### src/hdl/tcw_pkg.sv
package tcw_pkg;

	// Register byte offsets
	localparam logic [7:0] OFS_CTRL = 8'h00;
	localparam logic [7:0] OFS_COUNT = 8'h04;
	localparam logic [7:0] OFS_COMPARE = 8'h08;
	localparam logic [7:0] OFS_FLAGS = 8'h0C;
	localparam logic [7:0] OFS_PORT = 8'h10;

	// Control field positions
	localparam int CTRL_MODE_LSB = 0;
	localparam int CTRL_COM_LSB = 2;
	localparam int CTRL_RUN_BIT = 4;
	localparam int CTRL_FORCE_BIT = 5;

	// Flag field positions
	localparam int FLAG_OVF_BIT = 0;
	localparam int FLAG_CMP_BIT = 1;

	// Port field positions
	localparam int PORT_DATA_BIT = 0;
	localparam int PORT_DIR_BIT = 1;
	localparam int PORT_PIN_BIT = 2;
	localparam int PORT_OCS_BIT = 3;

	// Reset values and counter limits
	localparam logic [7:0] RST_COUNT = 8'h00;
	localparam logic [7:0] RST_COMPARE = 8'h00;
	localparam logic [7:0] CNT_MAX = 8'hFF;
	localparam logic [7:0] CNT_BOTTOM = 8'h00;

	// Waveform modes
	typedef enum logic [1:0] {
		WAVE_NORMAL = 2'b00,
		WAVE_PHASE = 2'b01,
		WAVE_CLEAR = 2'b10,
		WAVE_FAST = 2'b11
	} tcw_wave_t;

	// Compare output modes
	typedef enum logic [1:0] {
		COM_OFF = 2'b00,
		COM_TOGGLE = 2'b01,
		COM_CLEAR = 2'b10,
		COM_SET = 2'b11
	} tcw_com_t;

endpackage

### src/hdl/tcw_cmp_out.sv
`timescale 1ns/100ps
`default_nettype none

module tcw_cmp_out
	import tcw_pkg::*;
(
	// Clock and reset
	input wire logic clk,
	input wire logic rst_b,
	// Mode
	input wire logic [1:0] comMode,
	input wire logic pwmMode,
	// Events
	input wire logic matchEvt,
	input wire logic bottomEvt,
	input wire logic forceEvt,
	// Port bits
	input wire logic portBit,
	input wire logic dirBit,
	// Results
	output logic ocState,
	output logic pinOut,
	output logic pinOe
);

	logic ocState_ff;
	logic nxt_ocState;
	logic pinOut_ff;
	logic pinOe_ff;

	////////////////////////////////////////////////////////////////////
	always_comb
	begin
		nxt_ocState = ocState_ff;
		if (pwmMode)
		begin
			// Bottom beats match so a compare at max stays constant
			if (bottomEvt && comMode == COM_CLEAR)
				nxt_ocState = 1'b1; // [RQ18] [RQ20]
			else if (bottomEvt && comMode == COM_SET)
				nxt_ocState = 1'b0; // [RQ18] [RQ20]
			else if (matchEvt && comMode == COM_CLEAR)
				nxt_ocState = 1'b0; // [RQ18]
			else if (matchEvt && comMode == COM_SET)
				nxt_ocState = 1'b1; // [RQ18]
			else if (matchEvt && comMode == COM_TOGGLE)
				nxt_ocState = ~ocState_ff;
		end
		else if (matchEvt || forceEvt) // [RQ6] [RQ24]
		begin
			unique case (comMode)
				COM_OFF: nxt_ocState = ocState_ff; // [RQ5]
				COM_TOGGLE: nxt_ocState = ~ocState_ff; // [RQ14] [RQ25]
				COM_CLEAR: nxt_ocState = 1'b0; // [RQ25]
				COM_SET: nxt_ocState = 1'b1; // [RQ25]
			endcase
		end
	end

	// Internal state survives mode changes and pin disable
	always_ff @(posedge clk or negedge rst_b)
	begin
		if (!rst_b)
			ocState_ff <= 1'b0;
		else
			ocState_ff <= nxt_ocState; // [RQ4]
	end

	// Override independent of waveform mode; direction left to software
	always_ff @(posedge clk or negedge rst_b)
	begin
		if (!rst_b)
		begin
			pinOut_ff <= 1'b0;
			pinOe_ff <= 1'b0;
		end
		else
		begin
			pinOut_ff <= (comMode != COM_OFF) ? nxt_ocState : portBit; // [RQ1] [RQ3]
			pinOe_ff <= dirBit; // [RQ1] [RQ2]
		end
	end

	assign ocState = ocState_ff;
	assign pinOut = pinOut_ff;
	assign pinOe = pinOe_ff;

endmodule

`default_nettype wire

### src/hdl/tcw_timer.sv
`timescale 1ns/100ps
`default_nettype none

// How it works
// RQ1: Nonzero output mode routes compare state to pin; direction bit keeps control.
// RQ2: Software sets pin direction to output before expecting the waveform.
// RQ3: Pin override works identically in every waveform mode.
// RQ4: Compare state lives in its own register, settable before pin enable.
// RQ5: Output mode zero leaves compare state unchanged on a match.
// RQ6: New output mode acts at next match; force applies it at once.
// RQ7: Output mode never alters counting; waveform mode alone picks sequence.
// RQ8: Normal mode increments only, wrapping from 0xFF to 0x00.
// RQ9: Normal mode sets overflow flag in the cycle count becomes zero.
// RQ10: Counting logic only sets the overflow flag; software clears it.
// RQ11: Clear-on-match mode clears counter when it equals compare value.
// RQ12: Clear-on-match compare is unbuffered; low value means wrap first.
// RQ13: Clear-on-match raises compare flag each time count reaches top.
// RQ14: Clear-on-match toggle mode flips output on every match.
// RQ15: Clear-on-match sets overflow flag as count passes max to zero.
// RQ16: Fast PWM counts zero to max then restarts at zero.
// RQ17: Fast PWM clears counter the cycle after reaching max.
// RQ18: Fast PWM mode two non-inverted, mode three inverted.
// RQ19: Fast PWM sets overflow flag each time count reaches max.
// RQ20: Fast PWM compare zero gives spike; compare max gives constant level.
// RQ21: Compare value double buffered in PWM, direct in other modes.
// RQ22: Compare flag set cycle after match; writing one clears it.
// RQ23: Count write blocks a match in the following timer cycle.
// RQ24: Force updates output only; no flag, no counter clear.
// RQ25: Non-PWM output modes one, two, three toggle, clear, set.
module tcw_timer
	import tcw_pkg::*;
(
	// Clock and reset
	input wire logic clk,
	input wire logic rst_b,
	// AHB-Lite slave
	input wire logic hsel,
	input wire logic [31:0] haddr,
	input wire logic [1:0] htrans,
	input wire logic hwrite,
	input wire logic [2:0] hsize,
	input wire logic [31:0] hwdata,
	input wire logic hready,
	output logic hreadyout,
	output logic hresp,
	output logic [31:0] hrdata,
	// Compare output pin
	input wire logic compareOutputIn,
	output logic compareOutputOut,
	output logic compareOutputOe
);

	////////////////////////////////////////////////////////////////////
	// Bus slave state

	logic dataPhase_ff;
	logic dataWrite_ff;
	logic [7:0] dataAddr_ff;
	logic readWait_ff;
	logic [31:0] hrdata_ff;
	logic busTake;
	logic wrEn;
	logic rdLoad;

	// Timer state
	logic [1:0] waveformMode_ff;
	logic [1:0] compareOutputMode_ff;
	logic runEn_ff;
	logic [7:0] countValue_ff;
	logic [7:0] compareBuf_ff;
	logic [7:0] compareWork_ff;
	logic overflowFlag_ff;
	logic compareFlag_ff;
	logic blockMatch_ff;
	logic portData_ff;
	logic outputPinDirectionBit_ff;
	logic pinSync1_ff;
	logic pinSync2_ff;

	// Events
	logic tick;
	logic pwmMode;
	logic match;
	logic matchEvt;
	logic atMax;
	logic forceStrobe;
	logic forceEvt_ff;
	logic ctcClear;
	logic ocState;
	logic [7:0] nxt_countValue;

	////////////////////////////////////////////////////////////////////
	// Decode helpers

	function automatic logic isWrite(input logic [7:0] addr, input logic [7:0] ofs);
		isWrite = (addr == ofs);
	endfunction

	function automatic logic [31:0] readMux(input logic [7:0] addr);
		logic [31:0] val;
		val = 32'h0000_0000;
		unique case (addr)
			OFS_CTRL:
			begin
				val[CTRL_MODE_LSB +: 2] = waveformMode_ff;
				val[CTRL_COM_LSB +: 2] = compareOutputMode_ff;
				val[CTRL_RUN_BIT] = runEn_ff;
			end
			OFS_COUNT: val[7:0] = countValue_ff;
			OFS_COMPARE: val[7:0] = compareBuf_ff;
			OFS_FLAGS:
			begin
				val[FLAG_OVF_BIT] = overflowFlag_ff;
				val[FLAG_CMP_BIT] = compareFlag_ff;
			end
			OFS_PORT:
			begin
				val[PORT_DATA_BIT] = portData_ff;
				val[PORT_DIR_BIT] = outputPinDirectionBit_ff;
				val[PORT_PIN_BIT] = pinSync2_ff;
				val[PORT_OCS_BIT] = ocState;
			end
			default: val = 32'h0000_0000;
		endcase
		readMux = val;
	endfunction

	////////////////////////////////////////////////////////////////////
	// Bus handshake

	assign busTake = hsel && htrans[1] && hready;
	assign wrEn = dataPhase_ff && dataWrite_ff;
	// Reads wait one cycle because the read data is sampled into a register first
	assign rdLoad = dataPhase_ff && !dataWrite_ff && !readWait_ff;

	always_ff @(posedge clk or negedge rst_b)
	begin
		if (!rst_b)
		begin
			dataPhase_ff <= 1'b0;
			dataWrite_ff <= 1'b0;
			dataAddr_ff <= 8'h00;
		end
		else if (hready || readWait_ff)
		begin
			dataPhase_ff <= busTake;
			dataWrite_ff <= hwrite;
			dataAddr_ff <= {haddr[7:2], 2'b00};
		end
	end

	always_ff @(posedge clk or negedge rst_b)
	begin
		if (!rst_b)
			readWait_ff <= 1'b0;
		else
			readWait_ff <= rdLoad;
	end

	always_ff @(posedge clk or negedge rst_b)
	begin
		if (!rst_b)
			hrdata_ff <= 32'h0000_0000;
		else if (rdLoad)
			hrdata_ff <= readMux(dataAddr_ff);
	end

	assign hreadyout = !rdLoad;
	assign hresp = 1'b0;
	assign hrdata = hrdata_ff;

	////////////////////////////////////////////////////////////////////
	// Control and port registers

	always_ff @(posedge clk or negedge rst_b)
	begin
		if (!rst_b)
		begin
			waveformMode_ff <= WAVE_NORMAL;
			compareOutputMode_ff <= COM_OFF;
			runEn_ff <= 1'b0;
		end
		else if (wrEn && isWrite(dataAddr_ff, OFS_CTRL))
		begin
			waveformMode_ff <= hwdata[CTRL_MODE_LSB +: 2];
			compareOutputMode_ff <= hwdata[CTRL_COM_LSB +: 2];
			runEn_ff <= hwdata[CTRL_RUN_BIT];
		end
	end

	// Delayed one clock so the strobe acts with the output mode written alongside it
	always_ff @(posedge clk or negedge rst_b)
	begin
		if (!rst_b)
			forceEvt_ff <= 1'b0;
		else
			forceEvt_ff <= forceStrobe; // [RQ6] [RQ24]
	end

	always_ff @(posedge clk or negedge rst_b)
	begin
		if (!rst_b)
		begin
			portData_ff <= 1'b0;
			outputPinDirectionBit_ff <= 1'b0;
		end
		else if (wrEn && isWrite(dataAddr_ff, OFS_PORT))
		begin
			portData_ff <= hwdata[PORT_DATA_BIT];
			outputPinDirectionBit_ff <= hwdata[PORT_DIR_BIT];
		end
	end

	// Pin level is asynchronous to clk
	always_ff @(posedge clk or negedge rst_b)
	begin
		if (!rst_b)
		begin
			pinSync1_ff <= 1'b0;
			pinSync2_ff <= 1'b0;
		end
		else
		begin
			pinSync1_ff <= compareOutputIn;
			pinSync2_ff <= pinSync1_ff;
		end
	end

	////////////////////////////////////////////////////////////////////
	// Compare value buffering

	assign pwmMode = waveformMode_ff[0];

	always_ff @(posedge clk or negedge rst_b)
	begin
		if (!rst_b)
			compareBuf_ff <= RST_COMPARE;
		else if (wrEn && isWrite(dataAddr_ff, OFS_COMPARE))
			compareBuf_ff <= hwdata[7:0];
	end

	// PWM loads working copy at top, avoiding odd-length pulses
	always_ff @(posedge clk or negedge rst_b)
	begin
		if (!rst_b)
			compareWork_ff <= RST_COMPARE;
		else if (!pwmMode && wrEn && isWrite(dataAddr_ff, OFS_COMPARE))
			compareWork_ff <= hwdata[7:0]; // [RQ21] [RQ12]
		else if (!pwmMode)
			compareWork_ff <= compareBuf_ff; // [RQ21]
		else if (atMax)
			compareWork_ff <= compareBuf_ff; // [RQ21]
	end

	////////////////////////////////////////////////////////////////////
	// Counter

	assign tick = runEn_ff;
	assign match = (countValue_ff == compareWork_ff) && !blockMatch_ff; // [RQ23]
	assign matchEvt = tick && match;
	assign atMax = tick && (countValue_ff == CNT_MAX);
	assign ctcClear = (waveformMode_ff == WAVE_CLEAR) && matchEvt; // [RQ11] [RQ12]

	// Output mode deliberately absent from the sequence
	always_comb
	begin
		nxt_countValue = countValue_ff;
		if (tick)
		begin
			unique case (waveformMode_ff)
				WAVE_CLEAR:
					nxt_countValue = ctcClear ? CNT_BOTTOM : countValue_ff + 8'h01; // [RQ11]
				WAVE_FAST:
					nxt_countValue = atMax ? CNT_BOTTOM : countValue_ff + 8'h01; // [RQ16] [RQ17]
				default:
					nxt_countValue = countValue_ff + 8'h01; // [RQ8] [RQ7]
			endcase
		end
	end

	// Software write has priority over counting
	always_ff @(posedge clk or negedge rst_b)
	begin
		if (!rst_b)
			countValue_ff <= RST_COUNT;
		else if (wrEn && isWrite(dataAddr_ff, OFS_COUNT))
			countValue_ff <= hwdata[7:0];
		else
			countValue_ff <= nxt_countValue;
	end

	// Held until a timer cycle passes, so a stopped timer still blocks
	always_ff @(posedge clk or negedge rst_b)
	begin
		if (!rst_b)
			blockMatch_ff <= 1'b0;
		else if (wrEn && isWrite(dataAddr_ff, OFS_COUNT))
			blockMatch_ff <= 1'b1; // [RQ23]
		else if (tick)
			blockMatch_ff <= 1'b0; // [RQ23]
	end

	////////////////////////////////////////////////////////////////////
	// Flags: a set in the clearing cycle wins

	always_ff @(posedge clk or negedge rst_b)
	begin
		if (!rst_b)
			overflowFlag_ff <= 1'b0;
		else if (atMax)
			overflowFlag_ff <= 1'b1; // [RQ9] [RQ15] [RQ19]
		else if (wrEn && isWrite(dataAddr_ff, OFS_FLAGS) && hwdata[FLAG_OVF_BIT])
			overflowFlag_ff <= 1'b0; // [RQ10]
	end

	always_ff @(posedge clk or negedge rst_b)
	begin
		if (!rst_b)
			compareFlag_ff <= 1'b0;
		else if (matchEvt)
			compareFlag_ff <= 1'b1; // [RQ22] [RQ13]
		else if (wrEn && isWrite(dataAddr_ff, OFS_FLAGS) && hwdata[FLAG_CMP_BIT])
			compareFlag_ff <= 1'b0; // [RQ22]
	end

	////////////////////////////////////////////////////////////////////
	// Compare output unit

	assign forceStrobe = wrEn && isWrite(dataAddr_ff, OFS_CTRL) && hwdata[CTRL_FORCE_BIT]
		&& !hwdata[CTRL_MODE_LSB]; // [RQ6] [RQ24]

	tcw_cmp_out i_tcw_cmp_out (
		.clk(clk),
		.rst_b(rst_b),
		.comMode(compareOutputMode_ff),
		.pwmMode(pwmMode),
		.matchEvt(matchEvt),
		.bottomEvt(atMax && waveformMode_ff == WAVE_FAST),
		.forceEvt(forceEvt_ff),
		.portBit(portData_ff),
		.dirBit(outputPinDirectionBit_ff),
		.ocState(ocState),
		.pinOut(compareOutputOut),
		.pinOe(compareOutputOe)
	);

endmodule

`default_nettype wire

### config.mk
export PLATFORM = sky130hd
export DESIGN_NAME = tcw_timer
export DESIGN_NICKNAME = d
export VERILOG_FILES = /design/src/hdl/tcw_pkg.sv /design/src/hdl/tcw_cmp_out.sv /design/src/hdl/tcw_timer.sv
export SDC_FILE = /design/constraint.sdc
export NUM_CORES = 1
export LEC_CHECK = 0
export ABC_AREA = 0
export BUFFER_PORTS_ARGS = -buffer_cell sky130_fd_sc_hd__buf_2
export CORE_MARGIN = 8
export CORE_UTILIZATION = 30
export CTS_BUF_LIST = sky130_fd_sc_hd__clkbuf_8
export CTS_CLUSTER_SIZE = 24
export DETAILED_ROUTE_END_ITERATION = 8
export RECOVER_POWER = 100
export SYNTH_ARGS = -nofsm -noshare
export SYNTH_HDL_FRONTEND = slang
export SYNTH_SLANG_ARGS = --single-unit
export TNS_END_PERCENT = 50
### constraint.sdc
create_clock -name clk -period 2.8 [get_ports clk]
set_input_delay 0.14 -clock clk [delete_from_list [all_inputs] [get_ports clk]]
set_output_delay 0.14 -clock clk [all_outputs]
set_load 0.03 [all_outputs]
### Word-level counts from Yosys, hierarchy flattened

Cells that the tools add are included.
W data, S select, Z words.

* bits in latches: 0
* output and inout bits: 36
* logic and storage cells: 103
* memories kept: 0
* bits in read-only memories: 0
* register bits: 57
* memory bits (writable): 0
* input bits: 75

* add/sub/neg operators: 1
* shift-type cells: 0
* order comparisons: 0
* div/mod/pow operators: 0
* equal/unequal tests: 12
* multiplexer cells: 27
* $mul: 0
* bitwise gates (word level): 1
* reductions and logical operators: 40

Operator list (count)
* $mux W8: 7
* $logic_and A1 B1 Y1: 26
* $pmux W8 S2: 1
* $mux W1: 14
* $eq A6 B2 Y1 const B: 2
* $pmux W2 S5: 1
* $add A8 B1 Y8 const B: 1
* $eq A2 B2 Y1 const B: 4
* $eq A8 B8 Y1: 1
* $eq A8 B8 Y1 const B: 1
* $logic_not A8 Y1: 1
* $pmux W2 S4: 1
* $reduce_bool A2 Y1: 4
* $eq A6 B1 Y1 const B: 1
* $eq A6 B3 Y1 const B: 1
* $logic_not A1 Y1: 6
* $pmux W3 S2: 1
* $pmux W1 S4: 1
* $ne A3 B1 Y1 const B: 1
* $pmux W1 S3: 1
* $eq A2 B1 Y1 const B: 1
* $logic_not A2 Y1: 1
* $logic_or A1 B1 Y1: 2
* $not A1 Y1: 1

### Depth between registers and ports, before layout

Gate-level depths: netlist of the first run.

* depth after elaboration: 11
* gate-level depth with buffers: 7
* mapped depth without buffers: 7

### Hierarchy

A second synthesis of the first run with hierarchy kept.

* cell total of the unflattened synthesis: 270
* area, all modules: 3106.7 um^2

Modules (own cells, without submodules)
* tcw_timer: times used 1, cells an instance 247, area each 2875.3 um^2, seq. area each 1351.3 um^2
* tcw_cmp_out: times used 1, cells an instance 23, area each 231.5 um^2, seq. area each 75.1 um^2

### Worst setup path before layout of the first run

Ideal clock, no wire load.

* path kind: reg2reg
* from: register dataAddr_ff[7]
* to: register waveformMode_ff[1]
* cell stages (with the launch flop): 5
* path slack: 0.898 ns
* required time: 2.675 ns
* arrival time: 1.777 ns
* clock period less this slack: 1.902 ns
* setup time: 0.125 ns
* path buffers: 1
* cells stage by stage: dfrtp_1 -> or4_1 -> buf_2 -> nor4_4 -> mux2_2

* word-level cells in the longest chain between the ends: 2

Ends and longest elaborated chain
* from (decl): RTL line tcw_timer.sv:58 `logic [7:0] dataAddr_ff;`
* from (signal assigned): RTL line tcw_timer.sv:148 `dataAddr_ff <= {haddr[7:2], 2'b00};`
* $logic_not A8 Y1: RTL line tcw_timer.sv:96 `isWrite = (addr == ofs);`
* $logic_and A1 B1 Y1: RTL line tcw_timer.sv:183 `else if (wrEn && isWrite(dataAddr_ff, OFS_CTRL))`
* to (signal assigned): RTL line tcw_timer.sv:185 `waveformMode_ff <= hwdata[CTRL_MODE_LSB +: 2];`
* to (decl): RTL line tcw_timer.sv:66 `logic [1:0] waveformMode_ff;`

No other way between the ends.
A chain may end at the register's enable or synchronous reset.

### Worst setup path after layout of the first run

* from: register dataAddr_ff[7]
* to: register compareWork_ff[0]

* word-level cells in the longest chain between the ends: 3
* elaborated cells between the ends (all ways): 4
* those cells by class: eq/ne: 2; mux: 1; reduce/logical: 1

Ends and longest elaborated chain
* $eq A6 B2 Y1 (*): RTL line tcw_timer.sv:96
* $logic_and A1 B1 Y1 (*): RTL line tcw_timer.sv:247 `else if (!pwmMode && wrEn && isWrite(dataAddr_ff, OFS_COMPARE))`
* $ne A3 B1 Y1 (no line) or $mux W8 (tied branches)
* to (signal assigned): RTL line tcw_timer.sv:248 `compareWork_ff <= hwdata[7:0];`
* to (signal assigned): RTL line tcw_timer.sv:250 `compareWork_ff <= compareBuf_ff;`
* to (signal assigned): RTL line tcw_timer.sv:252 `compareWork_ff <= compareBuf_ff;`
* to (decl): RTL line tcw_timer.sv:71 `logic [7:0] compareWork_ff;`

Every way passes the cells marked *; elsewhere a longest branch is shown, timed or not.

==> flow_metrics.py, run 1 <==
metrics = {
    "run_status": {
        "outcome": "finished, violations left",
        "violations": "max-capacitance violations, max-slew violations",
    },
    "setup_path": {
        "endpoint_kind": "register",
        "crit_type": "register to register",
        "cp-start-kind": "register",
        "crit_fanout": 9,
        "rrSetupSlack_ps": 280,
        "worstPathRequired_ps": 3070,
        "crit_arrival_ps": 2790,
    },
    "finish": {
        "antenna_cells": 0,
        "final_cell_count_no_fill": 479,
        "syn_to_final_growth_pct": 12.1,
        "drive_gt1_share_pct": 18.7,
        "nNetsFinal": 415,
        "fillers": 1056,
    },
    "cts": {
        "cts-resized-gates": 0,
        "numCtsBuffers": 9,
        "numClockSinks": 57,
        "cts-htree-levels": 3,
        "postCtsSetupRepairBufs": 0,
        "clk_latency_ps": 330,
        "hold_buffers": 1,
        "clockBufferDepth": 2,
        "cts_root_buf": "clkbuf_8",
        "clk_transition_reported_paths_ps": 70,
        "cts_tree": "yes",
    },
    "floorplan": {
        "io_pins": 111,
        "rows": 37,
        "dieArea_um2": 13800,
        "core_area_um2": 10100,
        "die_y_um": 117,
        "die_x_um": 117,
        "initial_utilization_pct": 30.4,
    },
    "timing": {
        "tightest_slew_ps": 2530,
        "period_minus_slack_ps": 2520,
        "slew_headroom_pct": -68.4,
        "period_share_pct": 90.1,
        "tns_ps": 0,
        "drv_slew": 47,
        "fmax_ghz": 0.396,
        "finalHoldViolCount": 0,
        "setup_viol": 0,
        "rsz0062_at_grt": "false",
        "fin_skew_ps": 6.81,
    },
    "logic_synthesis": {
        "yosys-top-cells-count": "dfrtp_1 (57), nand2_1 (32), nor2_1 (29)",
        "synth_most_common_cell": "dfrtp_1",
        "synth-seq-area-share_pct": 46.3,
        "ys_ff_latch": 57,
        "post_synth_num_cell_types": 51,
        "synth_area_per_cell_um2": 10.1,
        "synth.area.top_cells": "dfrtp_1 (46%), mux2_2 (6.6%), buf_4 (6.3%)",
        "syn_inst": 305,
        "synth_top_area_share_pct": 46.3,
        "yosysTopAreaCell": "dfrtp_1",
        "synthFlopType": "dfrtp_1",
        "synth-async-reset-ratio_pct": 100,
        "yosys_warnings": 0,
        "syn_area_um2": 3080,
        "synth-edff-count": 0,
    },
    "routing": {
        "antenna_left": 0,
        "drt-wirelength-per-cell_um": 15.9,
        "finalWirelength_mm": 7.61,
        "viasPerCell": 4.82,
        "drt_iter0_markers": 145,
        "drtPass1Iterations": 4,
        "vias": 2311,
        "drc": 0,
    },
    "grt": {
        "grt_usage_pct": 11.4,
        "grt_pass1_vias": 2405,
        "grt_max_degree": 47,
        "grt-ovfl-total": 0,
        "grt_antenna_before_repair": 0,
        "grt_first_pass_wirelength_mm": 12.7,
    },
    "power": {
        "powerDensity_nw_per_um2": 825,
        "p_seq_share_pct": 44.6,
        "p_int_mw": 1.85,
        "combPwrFrac_pct": 26.3,
        "total_leakage_power_nw": 1.51,
        "p_clk_share_pct": 29.1,
        "swShare_pct": 35.0,
        "irDropWorstVdd_uv": 308,
        "power.switching_mw": 0.997,
    },
    "place": {
        "globalplace.congestion": 0.820,
        "dp.final_hpwl_mm": 5.54,
        "dpl.cell_count": 463,
        "io_buffers": 31,
    },
    "job": {
        "drv_cap": 1,
    },
    "min_path": {
        "hold_path_class": "input pin to register",
    },
}
worst max-delay path, cell delays in order (launching register included):
cell     delay, ps
dfrtp_1        400
or4_1          570
nor3b_2        590
nand3_4        270
o21ai_2        440
nor2_1          80
nor2_1         100
cells in the final DEF, fill, tap and decap left out, drive strengths merged, types with 4 or more instances in the layout:
cell type  count
nand3         10
a21oi          8
nand4          4
mux2          18
a221oi         7
inv            7
nor2          29
nor3           6
clkbuf        26
xor2           8
a22oi          5
nand2         32
dfrtp         57
o21ai         23
conb          25
buf           22
mux2i          8
o22ai          6
final timing paths:
kind,startpoint,end,depth (start not counted)
max in group asynchronous,rst_b,hrdata[3],1
worst max-delay path,dataAddr_ff[7],compareWork_ff[0],6
min in group asynchronous,rst_b,compareWork_ff[3],1
worst min register to register,pinSync1_ff,pinSync2_ff,0
worst max register to register,dataAddr_ff[7],compareWork_ff[0],6
worst min-delay path,haddr[3],dataAddr_ff[3],2
power groups by stage:
stage / Combinational, mW / Sequential [mW] / Clock [mW]
2_1_floorplan: 0.671 / 1.18 / 0
3_3_place_gp: 0.744 / 1.27 / 0
3_5_place_dp: 0.758 / 1.28 / 0
4_1_cts: 0.764 / 1.27 / 0.845
5_1_grt: 0.841 / 1.30 / 0.881
6_report: 0.749 / 1.27 / 0.829
flip-flops by register name, summed over array words and instances, names as in the netlist, 2 cells and up:
| register | flops |
|---|---|
| compareOutputMode_ff | 2 |
| compareBuf_ff | 8 |
| dataAddr_ff | 6 |
| waveformMode_ff | 2 |
| compareWork_ff | 8 |
| countValue_ff | 8 |
| hrdata | 8 |
cells by family after synthesis:
logic type      share of synthesized area, %
mux                                     10.6
xor+xnor                                2.28
simple gates                            17.8
other cells                            0.122
flops                                   46.3
compound gates                          13.3
buf+inv                                 9.14
fa+ha+maj                              0.406
routing by layer:
metal / track usage [%] / up-vias / part of all wire, % / wire length (um)
met5: 0 / - / 0 / 0
met4: 5.43 / 0 / 2.1 / 158
met3: 2.83 / 13 / 6.1 / 466
met2: 17.8 / 77 / 48 / 3660
met1: 14.3 / 1121 / 44 / 3320
li1: - / 1100 / - / -
metrics by stage:
stage | instance area, um2 | hold slack [ps] | setup WS (ps) | utilization (%) | total power, mW
finish | 3450 | 34.0 | 277 | 34.0 | 2.85
global route | 3450 | 37.1 | 166 | 34.0 | 3.02
CTS | 3500 | 20.2 | 345 | 34.6 | 2.88
detailed placement | 3280 | 249 | 365 | 32.4 | 2.04
global placement | 3280 | 249 | 409 | 32.4 | 2.02
floorplan | 3170 | -156 | 898 | - | 1.85
layout make-up:
cell class                 instances  area (um2)  share of cell area, %
timing repair buffer              39         188                   5.44
inverter                           5        18.8                  0.544
tap                              136         170                   4.93
multi-input combinational        227        1440                   41.7
clock buffer                      10         138                   3.99
clock inverter                     5        72.6                   2.10
sequential                        57        1430                   41.3
(Power assumes the default switching activity.)
==> inputs of run 2 (changes only) <==
--- a/config.mk
+++ b/config.mk
@@ -6,7 +6,8 @@
 export NUM_CORES = 1
 export LEC_CHECK = 0
 export ABC_AREA = 0
-export BUFFER_PORTS_ARGS = -buffer_cell sky130_fd_sc_hd__buf_2
+export BUFFER_PORTS_ARGS = -buffer_cell sky130_fd_sc_hd__buf_4
+export CAP_MARGIN = 20
 export CORE_MARGIN = 8
 export CORE_UTILIZATION = 30
 export CTS_BUF_LIST = sky130_fd_sc_hd__clkbuf_8
==> flow_metrics.py, run 2 (same netlist as run 1, synthesis figures left out) <==
metrics = {
    "routing": {
        "drt_iter0_markers": 171,
        "viasPerCell": 4.82,
        "vias": 2308,
        "drc": 0,
        "antenna_left": 0,
        "drtPass1Iterations": 4,
        "finalWirelength_mm": 7.53,
        "drt-wirelength-per-cell_um": 15.7,
    },
    "timing": {
        "setup_ws_ps": 222,
        "tns_ps": 0,
        "finalHoldViolCount": 0,
        "period_share_pct": 92.1,
        "fmax_ghz": 0.388,
        "whs_ps": 15.7,
        "period_minus_slack_ps": 2580,
        "slew_headroom_pct": 4.69,
        "drv_slew": 0,
        "setup_viol": 0,
        "rsz0062_at_grt": "false",
        "tightest_slew_ps": 1430,
        "fin_skew_ps": 6.05,
    },
    "setup_path": {
        "crit_type": "register to register",
        "endpoint_kind": "register",
        "crit_fanout": 6,
        "worstPathRequired_ps": 3030,
        "cp-start-kind": "register",
        "crit_arrival_ps": 2810,
    },
    "finish": {
        "syn_to_final_growth_pct": 14.0,
        "nNetsFinal": 414,
        "final_cell_count_no_fill": 479,
        "antenna_cells": 0,
        "drive_gt1_share_pct": 19.5,
        "final_cell_mix": "dfrtp_1 (57), nand2_1 (32), nor2_1 (29), conb_1 (25), o21ai_0 (22)",
        "final_common_cell": "dfrtp_1",
    },
    "cts": {
        "cts-resized-gates": 0,
        "clk_latency_ps": 350,
        "clockBufferDepth": 2,
        "cts_tree": "yes",
        "numClockSinks": 57,
        "clk_transition_reported_paths_ps": 70,
        "numCtsBuffers": 9,
        "cts_root_buf": "clkbuf_8",
        "cts-htree-levels": 3,
        "postCtsSetupRepairBufs": 0,
    },
    "grt": {
        "grt_pass1_vias": 2427,
        "grt_usage_pct": 11.4,
        "grt_antenna_before_repair": 0,
        "grt_max_degree": 58,
        "grt-ovfl-total": 0,
        "grt_first_pass_wirelength_mm": 12.7,
    },
    "floorplan": {
        "rows": 37,
        "dieArea_um2": 13800,
        "io_pins": 111,
        "initial_utilization_pct": 30.4,
        "die_x_um": 117,
        "die_y_um": 117,
        "core_area_um2": 10100,
    },
    "power": {
        "irDropWorstVdd_uv": 325,
        "powerDensity_nw_per_um2": 829,
        "total_leakage_power_nw": 1.52,
    },
    "place": {
        "dpl.cell_count": 460,
        "io_buffers": 31,
        "dp.final_hpwl_mm": 5.36,
        "globalplace.congestion": 0.805,
        "dp_slack_ps": 465,
    },
    "min_path": {
        "hold_path_class": "input pin to register",
    },
    "run_status": {
        "outcome": "complete, no violations",
    },
    "job": {
        "drv_cap": 0,
    },
}
## run 2: changes by cell type in the layout (fill, tap and decap cells not counted), moves of 2 or more
cell	previous run	this run
inv_1	7	5
inv_6	0	2
clkinv_4	0	2
dlygate4sd3_1	1	3
clkbuf_1	16	13
buf_2	19	0
buf_4	3	20
## run 2: what timing repair did
item,in CTS,in global routing
hold endpoints to repair,59,0
endpoints found under the setup margin,0,0
hold buffers,3,0
## run 2: power breakdown
part	leakage, nW	internal [mW]	total (mW)	switching, mW
Sequential	0.664	1.01	1.26	0.253
Clock	0.110	0.510	0.888	0.378
Combinational	0.745	0.333	0.758	0.425
## run 2: through the flow
step | area [um2] | util (%) | total power, mW
5_1_grt | 3510 | 34.6 | 3.10
4_1_cts | 3600 | 35.5 | 2.96
2_1_floorplan | 3170 | - | 1.85
3_3_place_gp | 3340 | 32.9 | 2.03
3_5_place_dp | 3340 | 32.9 | 2.06
6_report | 3510 | 34.6 | 2.91
## run 2: routing by layer
layer	up-vias	track usage (%)	share of wire [%]
li1	1093	-	-
met4	0	6.57	2.4
met2	60	18.0	48
met3	14	2.83	5.0
met1	1141	13.9	45
met5	-	0	0
## run 2: layout make-up
type	count	area (um2)
fill	1077	6630
inverter	5	18.8
clock inverter	7	103
timing repair buffer	38	241
sequential	57	1430
multi-input combinational	227	1430
tap	136	170
clock buffer	9	124
## run 2: worst paths after layout
path	startpoint	endpoint	slack (ps)	cells past startpoint
worst max-delay path	dataAddr_ff[7]	countValue_ff[7]	220	4
worst min register to register	pinSync1_ff	pinSync2_ff	350	0
worst min-delay path	htrans[1]	dataPhase_ff	20	3
min in group asynchronous	rst_b	compareOutputMode_ff[0]	660	2
max in group asynchronous	rst_b	countValue_ff[0]	1260	2
worst max register to register	dataAddr_ff[7]	countValue_ff[7]	220	4
## run 2: critical path, stage by stage (launching register included)
cell and delay (ps):
dfrtp_1 410, or4_1 680, nor3b_1 660, nand3_1 400
o22a_1 310
==> inputs of run 3 (changes only) <==
--- a/config.mk
+++ b/config.mk
@@ -5,7 +5,7 @@
 export SDC_FILE = /design/constraint.sdc
 export NUM_CORES = 1
 export LEC_CHECK = 0
-export ABC_AREA = 0
+export ABC_AREA = 1
 export BUFFER_PORTS_ARGS = -buffer_cell sky130_fd_sc_hd__buf_4
 export CAP_MARGIN = 20
 export CORE_MARGIN = 8
==> flow_metrics.py, run 3 <==
metrics = {
    "finish": {
        "regArea_um2": 1430,
        "nNetsFinal": 499,
        "fillers": 1078,
        "multiInputGateArea_um2": 1240,
        "antenna_cells": 0,
        "final_common_cell": "nand2_1",
        "stdcell_area_um2": 3520,
        "final_cell_mix": "nand2_1 (113), dfrtp_1 (57), inv_1 (55), o21ai_0 (30), conb_1 (25)",
        "syn_to_final_growth_pct": 15.6,
        "drive_gt1_share_pct": 9.58,
    },
    "place": {
        "placed_area_um2": 3320,
        "io_buffers": 31,
        "globalplace.congestion": 0.883,
        "dp.final_hpwl_mm": 5.57,
    },
    "routing": {
        "vias": 2534,
        "antenna_left": 0,
        "drtPass1Iterations": 4,
        "drt_iter0_markers": 125,
        "drt-wirelength-per-cell_um": 13.6,
        "viasPerCell": 4.52,
        "drc": 0,
        "finalWirelength_mm": 7.61,
    },
    "cts": {
        "cts_root_buf": "clkbuf_8",
        "cts_tree": "yes",
        "cts-resized-gates": 0,
        "clk_latency_ps": 340,
        "numCtsBuffers": 9,
        "cts-htree-levels": 3,
        "hold_buffers": 9,
        "postCtsSetupRepairBufs": 0,
        "numClockSinks": 57,
        "clockBufferDepth": 2,
        "clk_transition_reported_paths_ps": 60,
    },
    "grt": {
        "grtUsageMet2_pct": 19.0,
        "gr-usage-met3_pct": 2.90,
        "grt_pass1_vias": 2530,
        "grt_max_degree": 58,
        "grt_usage_pct": 12.2,
        "grt-ovfl-total": 0,
        "grt_first_pass_wirelength_mm": 12.7,
        "grt_antenna_before_repair": 0,
        "grtUsageMet1_pct": 15.4,
        "busiest_layer": "met2",
    },
    "setup_path": {
        "r2r_cells": 11,
        "cp-start-kind": "register",
        "r2r-start": "dataAddr_ff[7]",
        "worstPathRequired_ps": 3080,
        "crit_arrival_ps": 2540,
        "rrSetupSlack_ps": 530,
        "crit_fanout": 6,
        "endpoint_kind": "register",
        "r2r-end": "countValue_ff[7]",
        "crit_type": "register to register",
    },
    "power": {
        "total_power_mw": 2.78,
        "swShare_pct": 37.3,
        "p_clk_share_pct": 26.6,
        "total_leakage_power_nw": 1.83,
        "powerDensity_nw_per_um2": 790,
        "p_int_mw": 1.74,
        "combPwrFrac_pct": 29.5,
        "p_seq_share_pct": 43.9,
        "irDropWorstVdd_uv": 385,
        "power.switching_mw": 1.04,
    },
    "min_path": {
        "min_to": "dataAddr_ff[2]",
        "hold_path_depth": 3,
        "holdCritStartpoint": "haddr[2]",
        "hold_path_class": "input pin to register",
    },
    "timing": {
        "slew_headroom_pct": 6.74,
        "period_share_pct": 81.0,
        "setup_viol": 0,
        "tns_ps": 0,
        "fin_skew_ps": 7.26,
        "finalHoldViolCount": 0,
        "tightest_slew_ps": 1400,
        "period_minus_slack_ps": 2270,
        "fmax_ghz": 0.441,
        "drv_slew": 0,
        "rsz0062_at_grt": "false",
    },
    "logic_synthesis": {
        "synth_top_area_share_pct": 46.9,
        "syn_area_um2": 3040,
        "yosys-top-cells-count": "nand2_1 (111), dfrtp_1 (57), inv_1 (50)",
        "post_synth_num_cell_types": 35,
        "synth_most_common_cell": "nand2_1",
        "synth-seq-area-share_pct": 46.9,
        "syn_inst": 379,
        "synthFlopType": "dfrtp_1",
        "synth-edff-count": 0,
        "yosys_warnings": 0,
        "synth.area.top_cells": "dfrtp_1 (47%), nand2_1 (14%), buf_4 (6.2%)",
        "synth_area_per_cell_um2": 8.03,
        "yosysTopAreaCell": "dfrtp_1",
        "ys_ff_latch": 57,
        "synth-async-reset-ratio_pct": 100,
    },
    "floorplan": {
        "dieArea_um2": 13600,
        "rows": 36,
        "die_x_um": 117,
        "core_area_um2": 9820,
        "initial_utilization_pct": 31.0,
        "die_y_um": 117,
        "io_pins": 111,
    },
    "run_status": {
        "outcome": "complete, no violations",
    },
    "job": {
        "drv_cap": 0,
    },
}
==> run 3: stage by stage <==
step                hold slack [ps]  util [%]  setup slack [ps]  cells
floorplan                      -156         -              1260    403
global placement                244      33.8               854    536
detailed placement              251      33.8               810    536
CTS                            4.46      36.6               753    561
global route                   12.0      35.8               296    561
finish                         12.5      35.8               533    561
==> run 3: worst max-delay path by stage <==
| stage | from | end | slack [ps] | cells past startpoint |
|---|---|---|---|---|
| 6_report | dataAddr_ff[7] | countValue_ff[7] | 530 | 11 |
| 5_1_grt | dataAddr_ff[7] | countValue_ff[7] | 300 | 11 |
| 4_1_cts | countValue_ff[0] | compareWork_ff[6] | 750 | 7 |
| 3_5_place_dp | countValue_ff[0] | compareWork_ff[4] | 810 | 7 |
| 3_3_place_gp | countValue_ff[0] | compareWork_ff[7] | 850 | 7 |
| 2_1_floorplan | countValue_ff[0] | i_tcw_cmp_out.pinOut | 1260 | 12 |
==> run 3: cells by family (layout without fill, tap and decap cells) <==
| group | after synthesis | count (layout) | share of synthesized area (%) |
|---|---|---|---|
| XOR/XNOR | 6 | 6 | 1.73 |
| flip-flops | 57 | 57 | 46.9 |
| AO/OA/AOI/OAI | 69 | 69 | 13.4 |
| adder cells (fa/ha/maj) | 1 | 1 | 0.411 |
| AND/OR/NAND/NOR | 158 | 158 | 23.3 |
| other | 1 | 25 | 0.123 |
| buffers and inverters | 87 | 112 | 14.2 |
==> run 3: final cells by class <==
| type | count | share of cell area (%) |
|---|---|---|
| Clock inverter | 6 | 1.46 |
| Inverter | 54 | 5.76 |
| Timing Repair Buffer | 42 | 8.25 |
| Multi-Input combinational cell | 259 | 35.4 |
| Tap cell | 133 | 4.73 |
| Clock buffer | 10 | 3.91 |
| Sequential cell | 57 | 40.5 |
==> run 3: power by group through the flow <==
stage	combinational (mW)	sequential, mW	clock [mW]
final	0.820	1.22	0.740
after global routing	0.943	1.25	0.795
after CTS	0.871	1.22	0.761
after detailed placement	0.852	1.24	0
after global placement	0.835	1.23	0
after floorplan	0.613	1.24	0
==> run 3: worst max-delay path, cell delays in order (launching register included) <==
cell	delay, ps
dfrtp_1	380
nor2_1	160
nand3_1	180
inv_1	120
nand3_1	190
inv_1	240
nand2_1	230
nand2_1	250
inv_1	140
o21ai_0	170
nand2_1	80
nand2_1	60
==> run 3: per-layer routing <==
layer	up-vias	wire, um	share of wire (%)
li1	1256	-	-
met1	1182	3490	46
met2	83	3470	46
met3	13	502	6.6
met4	0	147	1.9
met5	-	0	0
